--- src/mfs_pkg.sv ---
package mfs_pkg;
  localparam int CLK_HZ         = 250_000_000;
  localparam int TICK_MS_NS     = 1_000_000;
  localparam int CYC_PER_MS     = CLK_HZ / 1000;
  localparam int MS_PER_S       = 1000;
  localparam int MEAS_W         = 16;
  localparam int CUR_W          = 16;
  localparam int PCT_W          = 7;
  localparam logic [PCT_W-1:0] PCT_FULL = 7'h64;
  localparam int MS_CNT_W       = $clog2(CYC_PER_MS);
  localparam int DRV_HOT_C      = 125;
  localparam logic [MEAS_W-1:0] DRV_HOT_LIM = 16'h007D;

  typedef struct packed {
    logic [MEAS_W-1:0] inCurrent;
    logic [MEAS_W-1:0] inVoltage;
    logic [MEAS_W-1:0] usbCurrent;
    logic [MEAS_W-1:0] usbVoltage;
    logic signed [MEAS_W-1:0] boardTemp;
    logic signed [MEAS_W-1:0] driverTemp;
  } mfs_meas_t;

  typedef struct packed {
    logic [MEAS_W-1:0] maxInCurrent;
    logic [MEAS_W-1:0] maxInVoltage;
    logic [MEAS_W-1:0] maxUsbCurrent;
    logic [MEAS_W-1:0] maxUsbVoltage;
    logic [MEAS_W-1:0] minUsbVoltage;
    logic signed [MEAS_W-1:0] maxBoardTemp;
    logic [MEAS_W-1:0] lowVoltOff;
  } mfs_limits_t;

  typedef struct packed {
    logic lowVoltEn;
    logic tempSensorPresent;
    logic overheatEn;
    logic bridgeAlertEn;
    logic bordMissetEn;
    logic stickyEn;
    logic usbReconnEn;
    logic reduceEn;
    logic powerOffEn;
    logic smoothEn;
  } mfs_opts_t;

  // cause bits, also the reported alarm cause
  typedef struct packed {
    logic inCurrent;
    logic inVoltage;
    logic lowVoltage;
    logic usbCurrent;
    logic usbVoltHigh;
    logic usbVoltLow;
    logic boardTemp;
    logic driverHot;
    logic bridgeAlert;
    logic bordMisset;
  } mfs_cause_t;

  typedef enum logic [1:0] {MFS_RUN, MFS_STOP_FULL, MFS_STOP_HOLD, MFS_STOP_OFF} mfs_pwr_t;
endpackage

--- src/mfs_supervisor.sv ---
`timescale 1ns/100ps
module mfs_supervisor (
  input  wire logic                 mclk,
  input  wire logic                 reset,
  input  wire mfs_pkg::mfs_meas_t   meas,
  input  wire mfs_pkg::mfs_limits_t limits,
  input  wire mfs_pkg::mfs_opts_t   opts,
  input  wire logic                 driverAlert,
  input  wire logic                 limitLeft,
  input  wire logic                 limitRight,
  input  wire logic                 movingLeft,
  input  wire logic                 movingRight,
  input  wire logic                 stopCmd,
  input  wire logic                 moveCmd,
  input  wire logic                 usbLinkBroken,
  input  wire logic [15:0]          nominalCurrent,
  input  wire logic [6:0]           holdPercent,
  input  wire logic [15:0]          reduceDelayMs,
  input  wire logic [15:0]          powerOffDelayS,
  input  wire logic [15:0]          currentSetMs,
  output logic                      alarm,
  output mfs_pkg::mfs_cause_t       alarmCause,
  output logic                      powerEnable,
  output logic [15:0]               currentSetpoint,
  output logic                      usbReconnect,
  output mfs_pkg::mfs_pwr_t         powerState
);
  import mfs_pkg::*;

  mfs_cause_t          liveCause;
  mfs_cause_t          next_alarmCause;
  logic                next_alarm;
  mfs_pwr_t            next_powerState;
  logic [MS_CNT_W-1:0] msDiv;
  logic [MS_CNT_W-1:0] next_msDiv;
  logic                msTick;
  logic [9:0]          secDiv;
  logic [9:0]          next_secDiv;
  logic [15:0]         msCount;
  logic [15:0]         next_msCount;
  logic [15:0]         secCount;
  logic [15:0]         next_secCount;
  logic [15:0]         target;
  logic [15:0]         next_currentSetpoint;
  logic [15:0]         rampStep;
  logic                next_usbReconnect;
  logic [22:0]         holdProduct;
  logic [6:0]          holdPct;

  // unsigned compare helper used by several limit checks
  function automatic logic above(input logic [MEAS_W-1:0] v, input logic [MEAS_W-1:0] lim);
    return v > lim;
  endfunction

  always_comb begin
    liveCause             = '0;
    liveCause.inCurrent   = above(meas.inCurrent, limits.maxInCurrent);
    liveCause.inVoltage   = above(meas.inVoltage, limits.maxInVoltage);
    liveCause.lowVoltage  = opts.lowVoltEn && (meas.inVoltage <= limits.lowVoltOff);
    liveCause.usbCurrent  = above(meas.usbCurrent, limits.maxUsbCurrent);
    liveCause.usbVoltHigh = above(meas.usbVoltage, limits.maxUsbVoltage);
    liveCause.usbVoltLow  = meas.usbVoltage < limits.minUsbVoltage;
    liveCause.boardTemp   = opts.tempSensorPresent
                            && (meas.boardTemp > limits.maxBoardTemp);
    liveCause.driverHot   = opts.overheatEn
                            && (meas.driverTemp > $signed(DRV_HOT_LIM));
    liveCause.bridgeAlert = opts.bridgeAlertEn && driverAlert;
    liveCause.bordMisset  = opts.bordMissetEn
                            && ((limitRight && movingLeft) || (limitLeft && movingRight));
  end

  // fault latch: new causes win over the stop clear
  always_comb begin
    if (opts.stickyEn) begin
      next_alarmCause = (stopCmd ? '0 : alarmCause) | liveCause;
    end else begin
      next_alarmCause = liveCause;
    end
    next_alarm = |next_alarmCause;
  end

  always_ff @(posedge mclk) begin
    if (reset) begin
      alarmCause <= '0;
      alarm      <= 1'b0;
    end else begin
      alarmCause <= next_alarmCause;
      alarm      <= next_alarm;
    end
  end

  // millisecond and second enables from one divider chain
  always_comb begin
    msTick      = (msDiv == MS_CNT_W'(CYC_PER_MS - 1));
    next_msDiv  = msTick ? '0 : msDiv + 1'b1;
    next_secDiv = secDiv;
    if (msTick) begin
      next_secDiv = (secDiv == 10'(MS_PER_S - 1)) ? '0 : secDiv + 1'b1;
    end
  end

  // stop-state sequencing
  always_comb begin
    next_powerState = powerState;
    next_msCount    = msCount;
    next_secCount   = secCount;
    if (moveCmd && !alarm) begin
      next_powerState = MFS_RUN;
      next_msCount    = '0;
      next_secCount   = '0;
    end else if (stopCmd && powerState == MFS_RUN) begin
      next_powerState = MFS_STOP_FULL;
      next_msCount    = '0;
      next_secCount   = '0;
    end else if (powerState != MFS_RUN) begin
      if (msTick && msCount != 16'hFFFF) begin
        next_msCount = msCount + 1'b1;
      end
      if (msTick && secDiv == 10'(MS_PER_S - 1) && secCount != 16'hFFFF) begin
        next_secCount = secCount + 1'b1;
      end
      if (opts.powerOffEn && secCount >= powerOffDelayS) begin
        next_powerState = MFS_STOP_OFF;
      end else if (powerState == MFS_STOP_FULL && opts.reduceEn
                   && msCount >= reduceDelayMs) begin
        next_powerState = MFS_STOP_HOLD;
      end
    end
  end

  // target current and ramp
  always_comb begin
    holdPct     = (holdPercent > PCT_FULL) ? PCT_FULL : holdPercent;
    holdProduct = nominalCurrent * holdPct;
    unique case (powerState)
      MFS_RUN, MFS_STOP_FULL: target = nominalCurrent;
      MFS_STOP_HOLD:          target = 16'(holdProduct / 23'(PCT_FULL));
      MFS_STOP_OFF:           target = '0;
    endcase
    // per-ms step so the full nominal span takes the set time
    rampStep    = (currentSetMs == '0) ? 16'hFFFF : nominalCurrent / currentSetMs;
    if (rampStep == '0) begin
      rampStep = 16'h0001;
    end
    next_currentSetpoint = currentSetpoint;
    // a move leaves the stop states, so the old stop target must not be used
    if (moveCmd && !alarm) begin
      next_currentSetpoint = nominalCurrent;
    end else if (!opts.smoothEn) begin
      next_currentSetpoint = target;
    end else if (msTick) begin
      if (currentSetpoint < target) begin
        next_currentSetpoint = (target - currentSetpoint > rampStep)
                               ? currentSetpoint + rampStep : target;
      end else if (currentSetpoint > target) begin
        next_currentSetpoint = (currentSetpoint - target > rampStep)
                               ? currentSetpoint - rampStep : target;
      end
    end
    next_usbReconnect = opts.usbReconnEn && usbLinkBroken;
  end

  always_ff @(posedge mclk) begin
    if (reset) begin
      msDiv           <= '0;
      secDiv          <= '0;
      msCount         <= '0;
      secCount        <= '0;
      powerState      <= MFS_RUN;
      currentSetpoint <= '0;
      usbReconnect    <= 1'b0;
    end else begin
      msDiv           <= next_msDiv;
      secDiv          <= next_secDiv;
      msCount         <= next_msCount;
      secCount        <= next_secCount;
      powerState      <= next_powerState;
      currentSetpoint <= next_currentSetpoint;
      usbReconnect    <= next_usbReconnect;
    end
  end

  // fault cuts power at once, ahead of any ramp
  assign powerEnable = !alarm && (powerState != MFS_STOP_OFF);
endmodule // mfs_supervisor

--- config.mk ---
export PLATFORM = sky130hd
export DESIGN_NAME = mfs_supervisor
export DESIGN_NICKNAME = d
export VERILOG_FILES = /design/src/mfs_pkg.sv /design/src/mfs_supervisor.sv
export SDC_FILE = /design/constraint.sdc
export NUM_CORES = 1
export LEC_CHECK = 0
export ABC_AREA = 0
export BUFFER_PORTS_ARGS = -buffer_cell sky130_fd_sc_hd__buf_2
export CORE_MARGIN = 4
export CORE_UTILIZATION = 45
export DETAILED_ROUTE_END_ITERATION = 16
export PLACE_DENSITY = 0.67
export RECOVER_POWER = 100
export SYNTH_ARGS = -nofsm -noshare
export SYNTH_HDL_FRONTEND = slang
export SYNTH_SLANG_ARGS = --single-unit
--- constraint.sdc ---
create_clock -name mclk -period 44.9 [get_ports mclk]
set_input_delay 6.735 -clock mclk [delete_from_list [all_inputs] [get_ports mclk]]
set_output_delay 6.735 -clock mclk [all_outputs]
set_load 0.01 [all_outputs]
==> results_dict.tcl, run 1 <==
set metrics [dict create \
    status "completed" \
    antenna_left 0 \
    rr_startpoint "powerState[1]" \
    period_needed_ns 42.93 \
    yosysSeqAreaShare_pct 7.575 \
    synth_top_flop_cell "dfxtp_1" \
    fin_nets 4429 \
    grt_pass1_vias 23150 \
    worstSetupEndpoint "currentSetpoint[15]" \
    worstMarginPinSlew_ns 1.145 \
    yosysWarnings 0 \
    yosysMostFrequentCell "ha_1" \
    crit_top_cell "o21a_1" \
    async_flop_share_pct 0 \
    die_w_um 237.9 \
    hpwl_um 61910 \
    cts_hold_buf 0 \
    yosys-top-cells-count "ha_1 (418), inv_1 (323), nand2_1 (248)" \
    cp_max_fo 6 \
    syn2layout_area_growth_pct 16.72 \
    grt_pass1_wl_um 119900 \
    yosysUniqueCellTypes 109 \
    worstPathRequired_ns 45.15 \
    slew_headroom_pct 23.06 \
    initial_core_util_pct 45.90 \
    worstPathArrival_ns 43.18 \
    fmax_mhz 23.29 \
    setup_ws_ns 1.969 \
    placementRows 83 \
    ys_ff_latch 90 \
    cts.sinks 90 \
    synth_top_area_share_pct 21.99 \
    gp_routability_congestion 0.9896 \
    synth_cells 3233 \
    worstReg2RegEnd "currentSetpoint[6]" \
    crit_type "in2reg" \
    drv_cap 0 \
    grt_use_total_pct 25.46 \
    synthTopCellsByArea "ha_1 (22%), dfxtp_1 (7.6%), fa_1 (6.1%)" \
    reg2reg_slack_ns 36.93 \
    setup_viol 0 \
    clk_latency_ns 0.39 \
    yosys.area.top_type "ha_1" \
    cts_tree "built" \
    worst_clock_skew_ns 0.008900 \
    startpoint "currentSetMs[15]" \
    clk_pin_slew_ns 0.09 \
    synth_enable_flop_cells 0 \
    endpoint_kind "register" \
    synth_area_per_cell_um2 7.357 \
    drive_gt1_share_pct 17.26 \
    crit_path_max_incr_delay_ns 0.32 \
    fin_util_pct 53.57 \
    drt_iter0_markers 1457 \
    hp-class "reg2reg" \
    drt_pre_antenna_iters 5 \
    cts.path.max_buffers 2 \
    startpoint_type "input port" \
    min_period_over_period_pct 95.61 \
    netlist_area_um2 23790 \
    ioPinCount 330 \
    grt_max_degree 38 \
    dr_total_vias 24940 \
    htree_levels 3 \
    antenna_found_initial 5 \
    dp_slack_ns -0.2580 \
    fp.dieArea_um2 56600 \
    numCtsBuffers 9 \
    hold_viol_final 0 \
    syn-num-nets 4023 \
    drc 0 \
    wl_per_cell_um 17.37 \
    critPathSlowestCell "nor4_1" \
    routed_wl_um 75160 \
    rr_worst_depth 34 \
    core_area_um2 51820 \
    io_buffers 328 \
    cts-root-buf "clkbuf_16" \
    grt.overflow.total 0 \
    die_y_um 237.9 \
    viasPerCell 5.765 \
    grt_setup_unrepaired "yes" \
    report.final.slew_viol_count 0 \
]
-- area by class of cell --
cell class / count / area [um2]
timing repair buffer: 519 / 3053
clock buffer: 9 / 225.2
tap: 680 / 850.8
multi-input combinational: 2695 / 20530
sequential: 90 / 1802
inverter: 324 / 1216
antenna: 3 / 7.507
clock inverter: 7 / 78.83
fill: 5118 / 24060
-- state kept, by name, indices dropped and copies added, names as in the netlist, 2 cells and up --
register / count
alarmCause: 10
currentSetpoint: 16
msCount: 16
msDiv: 18
powerState: 2
secCount: 16
secDiv: 10
-- cell families (layout without fill, tap and decap cells) --
kind of cell | after synthesis | count (layout) | synth area share, %
DFF | 90 | 90 | 7.575
muxes | 27 | 27 | 1.220
adders and majority gates | 492 | 492 | 28.18
xor gates and xnor gates | 129 | 129 | 4.860
buffers and inverters | 448 | 859 | 7.264
AOI/OAI and AO/OA | 950 | 950 | 27.93
and+or+nand+nor | 1097 | 1097 | 22.97
other | 0 | 3 | 0
-- critical path: cells and delay by family --
| family | cells | cell delay (ns) |
|---|---|---|
| adder cells (fa/ha/maj) | 16 | 4.19 |
| AO/OA/AOI/OAI | 159 | 26.12 |
| AND/OR/NAND/NOR | 36 | 3.95 |
| buffers and inverters | 14 | 1.87 |
| multiplexers | 1 | 0.29 |
-- worst min-delay path by stage --
stage	start	endpoint	cells past startpoint
2_1_floorplan	msDiv[0]	msDiv[0]	1
3_3_place_gp	msDiv[0]	msDiv[0]	1
3_5_place_dp	msDiv[0]	msDiv[0]	1
4_1_cts	msDiv[0]	msDiv[0]	1
5_1_grt	msDiv[0]	msDiv[0]	1
6_report	secDiv[1]	secDiv[1]	2
-- placed cells by master (no fill, tap or decap), drive strengths merged, types with 73 or more instances in the layout --
master,synthesis,final
buf,22,484
ha,418,418
inv,323,327
nand2,249,249
nor2,243,243
a21oi,217,217
o21ai,143,143
nor3,138,138
o21a,113,113
o31ai,94,94
dfxtp,90,90
fa,73,73
-- metal layers --
metal / part of all wire [%] / vias up / track usage (%)
li1: - / 12560 / -
met1: 46 / 11650 / 35.68
met2: 45 / 628 / 41.84
met3: 5.5 / 111 / 2.762
met4: 2.7 / 0 / 6.617
met5: 0 / - / 0
-- through the flow --
stage | setup TNS [ns] | hold slack, ns | cells | area [um2]
finish | 0 | 0.4784 | 4327 | 27760
global route | -1.663 | 0.4884 | 4326 | 27760
CTS | 0 | 0.4779 | 4286 | 27250
detailed placement | -0.2580 | 0.4569 | 4270 | 26940
global placement | -0.1199 | 0.4437 | 4270 | 26940
floorplan | 0 | 0.4305 | 3233 | 23790
-- what timing repair did --
item | 4_1_cts | 5_1_grt
pin swaps | 0 | 50
setup buffers | 0 | 38
cloned | 0 | 0
gates resized for setup | 1 | 91
endpoints found under the setup margin | 1 | 16
Power of run 1 is left out: the tool's default activity adds up to more than one toggle a clock period on the data nets, which glitch-free logic cannot reach.
==> inputs of run 2 (changes only) <==
- ABC_CLOCK_PERIOD_IN_PS: not set -> 44900
- PLACE_DENSITY: 0.67 -> not set
- PLACE_DENSITY_LB_ADDON: not set -> 0.05
==> run 2 against run 1 <==
Effect of this change:
- design area up 0.83%
- clock skew grew 0.020 ns
- non-clock buffer count increased by 11
- wire length grew 8.1%
- largest cell class unchanged
- first-iteration DRC count up 8.9%
- via count grew 2.1%
- core utilization is 0.44 points higher
- sequential share of layout area shrank 0.053 points
- register-to-register slack improved by 0.64 ns
==> results_dict.tcl, run 2 (synthesis gave the netlist of run 1 again) <==
set metrics [dict create \
    clk_latency_ns 0.40 \
    min_period_over_period_pct 96.21 \
    drt_pre_antenna_iters 6 \
    worstMarginPinSlew_ns 1.131 \
    die_y_um 237.9 \
    nFillCells 5169 \
    grt_setup_unrepaired "yes" \
    clk_pin_slew_ns 0.10 \
    largest-register "msDiv" \
    period_needed_ns 43.20 \
    io_buffers 328 \
    cp.depth 228 \
    crit_family "compound AO/OA/AOI/OAI gates" \
    htree_levels 3 \
    largest_reg_flops 18 \
    syn2layout_area_growth_pct 17.68 \
    report.final.slew_viol_count 0 \
    final_cell_mix "ha_1 (417), buf_2 (328), inv_1 (323)" \
    grt_max_degree 38 \
    routed_wl_um 81210 \
    placementRows 83 \
    hold_viol_final 0 \
    die_w_um 237.9 \
    crit_type "in2reg" \
    slew_headroom_pct 24.02 \
    drc 0 \
    worstPathArrival_ns 43.47 \
    hpwl_um 65790 \
    fmax_mhz 23.15 \
    core_area_um2 51820 \
    worstReg2RegEnd "currentSetpoint[4]" \
    grt_pass1_wl_um 127700 \
    drive_gt1_share_pct 18.74 \
    cts-root-buf "clkbuf_16" \
    drt_iter0_markers 1587 \
    rr_startpoint "powerState[1]" \
    numCtsBuffers 9 \
    wl_per_cell_um 18.71 \
    fin_nets 4440 \
    dr_total_vias 25460 \
    critPathSlowestCell "ha_1" \
    cts.sinks 90 \
    antenna_found_initial 7 \
    endpoint_kind "register" \
    fp.dieArea_um2 56600 \
    layout_commonest_cell "ha_1" \
    reg2reg_slack_ns 37.57 \
    grt.overflow.total 0 \
    gp_routability_congestion 0.9302 \
    drv_cap 0 \
    cts.path.max_buffers 2 \
    cts_tree "built" \
    fin_util_pct 54.02 \
    crit_path_max_incr_delay_ns 0.33 \
    crit_top_cell "o21a_1" \
    antenna_left 0 \
    ioPinCount 330 \
    status "completed" \
    rr_worst_depth 34 \
    viasPerCell 5.865 \
    cp_max_fo 9 \
    grt_pass1_vias 24650 \
    worstSetupEndpoint "currentSetpoint[15]" \
    startpoint "currentSetMs[15]" \
    worstPathRequired_ns 45.18 \
    initial_core_util_pct 45.90 \
    startpoint_type "input port" \
    worst_clock_skew_ns 0.02886 \
    grt_use_total_pct 27.40 \
    setup_viol 0 \
    critPathBufInv 18 \
    hp-class "reg2reg" \
]
## run 2: changes by cell type in the layout (fill, tap and decap cells not counted), sizes merged
cell / delta
buf: +45
clkbuf: -34
clkinv: +1
inv: -1
diode: +3
## run 2: layout make-up
type                       instances  area, um2  share of cell area [%]
inverter                         324       1216                   4.345
sequential                        90       1802                   6.436
antenna                            6      15.01                 0.05364
timing repair buffer             530       3212                   11.47
multi-input combinational       2695      20590                   73.56
clock inverter                     7      81.33                  0.2905
tap                              680      850.8                   3.039
clock buffer                       9      225.2                  0.8045
## run 2: how the worst min path moves through the flow
stage | end | slack, ns | start | cells after the start
after floorplan | msDiv[0] | 0.43 | msDiv[0] | 1
after detailed placement | secDiv[1] | 0.47 | secDiv[1] | 2
after global routing | secDiv[1] | 0.51 | secDiv[1] | 2
after global placement | msDiv[0] | 0.45 | msDiv[0] | 1
final | msDiv[0] | 0.48 | msDiv[0] | 1
after CTS | secDiv[1] | 0.48 | secDiv[1] | 2
## run 2: repair_timing
item                                    4_1_cts  5_1_grt
setup buffers                                 0       55
endpoints found under the setup margin        4       16
endpoints found under the hold margin         0        0
pin swaps                                     3       57
resized for setup                             9       90
hold buffers                                  0        0
cloned                                        0        1
## run 2: routing by layer
metal | track usage [%] | up-vias | wire, um | share of wire [%]
li1 | - | 12570 | - | -
met3 | 4.184 | 133 | 4089 | 5.0
met1 | 35.57 | 12120 | 36150 | 45
met4 | 8.970 | 6 | 2503 | 3.1
met2 | 46.69 | 625 | 38430 | 47
met5 | 0 | - | 39 | 0.048
## run 2: per-stage QoR
step | area, um2 | setup TNS, ns | hold WS [ns] | setup slack [ns] | cells
floorplan | 23790 | 0 | 0.4305 | 0.4612 | 3233
CTS | 27260 | 0 | 0.4769 | 0.05197 | 4279
detailed placement | 26910 | -0.9171 | 0.4654 | -0.3818 | 4263
global route | 27990 | -1.516 | 0.5072 | -0.4603 | 4338
finish | 27990 | 0 | 0.4754 | 1.703 | 4341
global placement | 26910 | 0 | 0.4464 | 0.1588 | 4263
## run 2: worst reg2reg max path: cells and delay by family (launching register included)
family                     cells  cell delay [ns]
DFF                            1             0.39
xor gates and xnor gates       1             0.15
adders and majority gates      3             0.80
and+or+nand+nor                7             1.14
AOI/OAI and AO/OA             18             3.82
buffers and inverters          5             0.96
Power of run 2 is left out for the same reason.
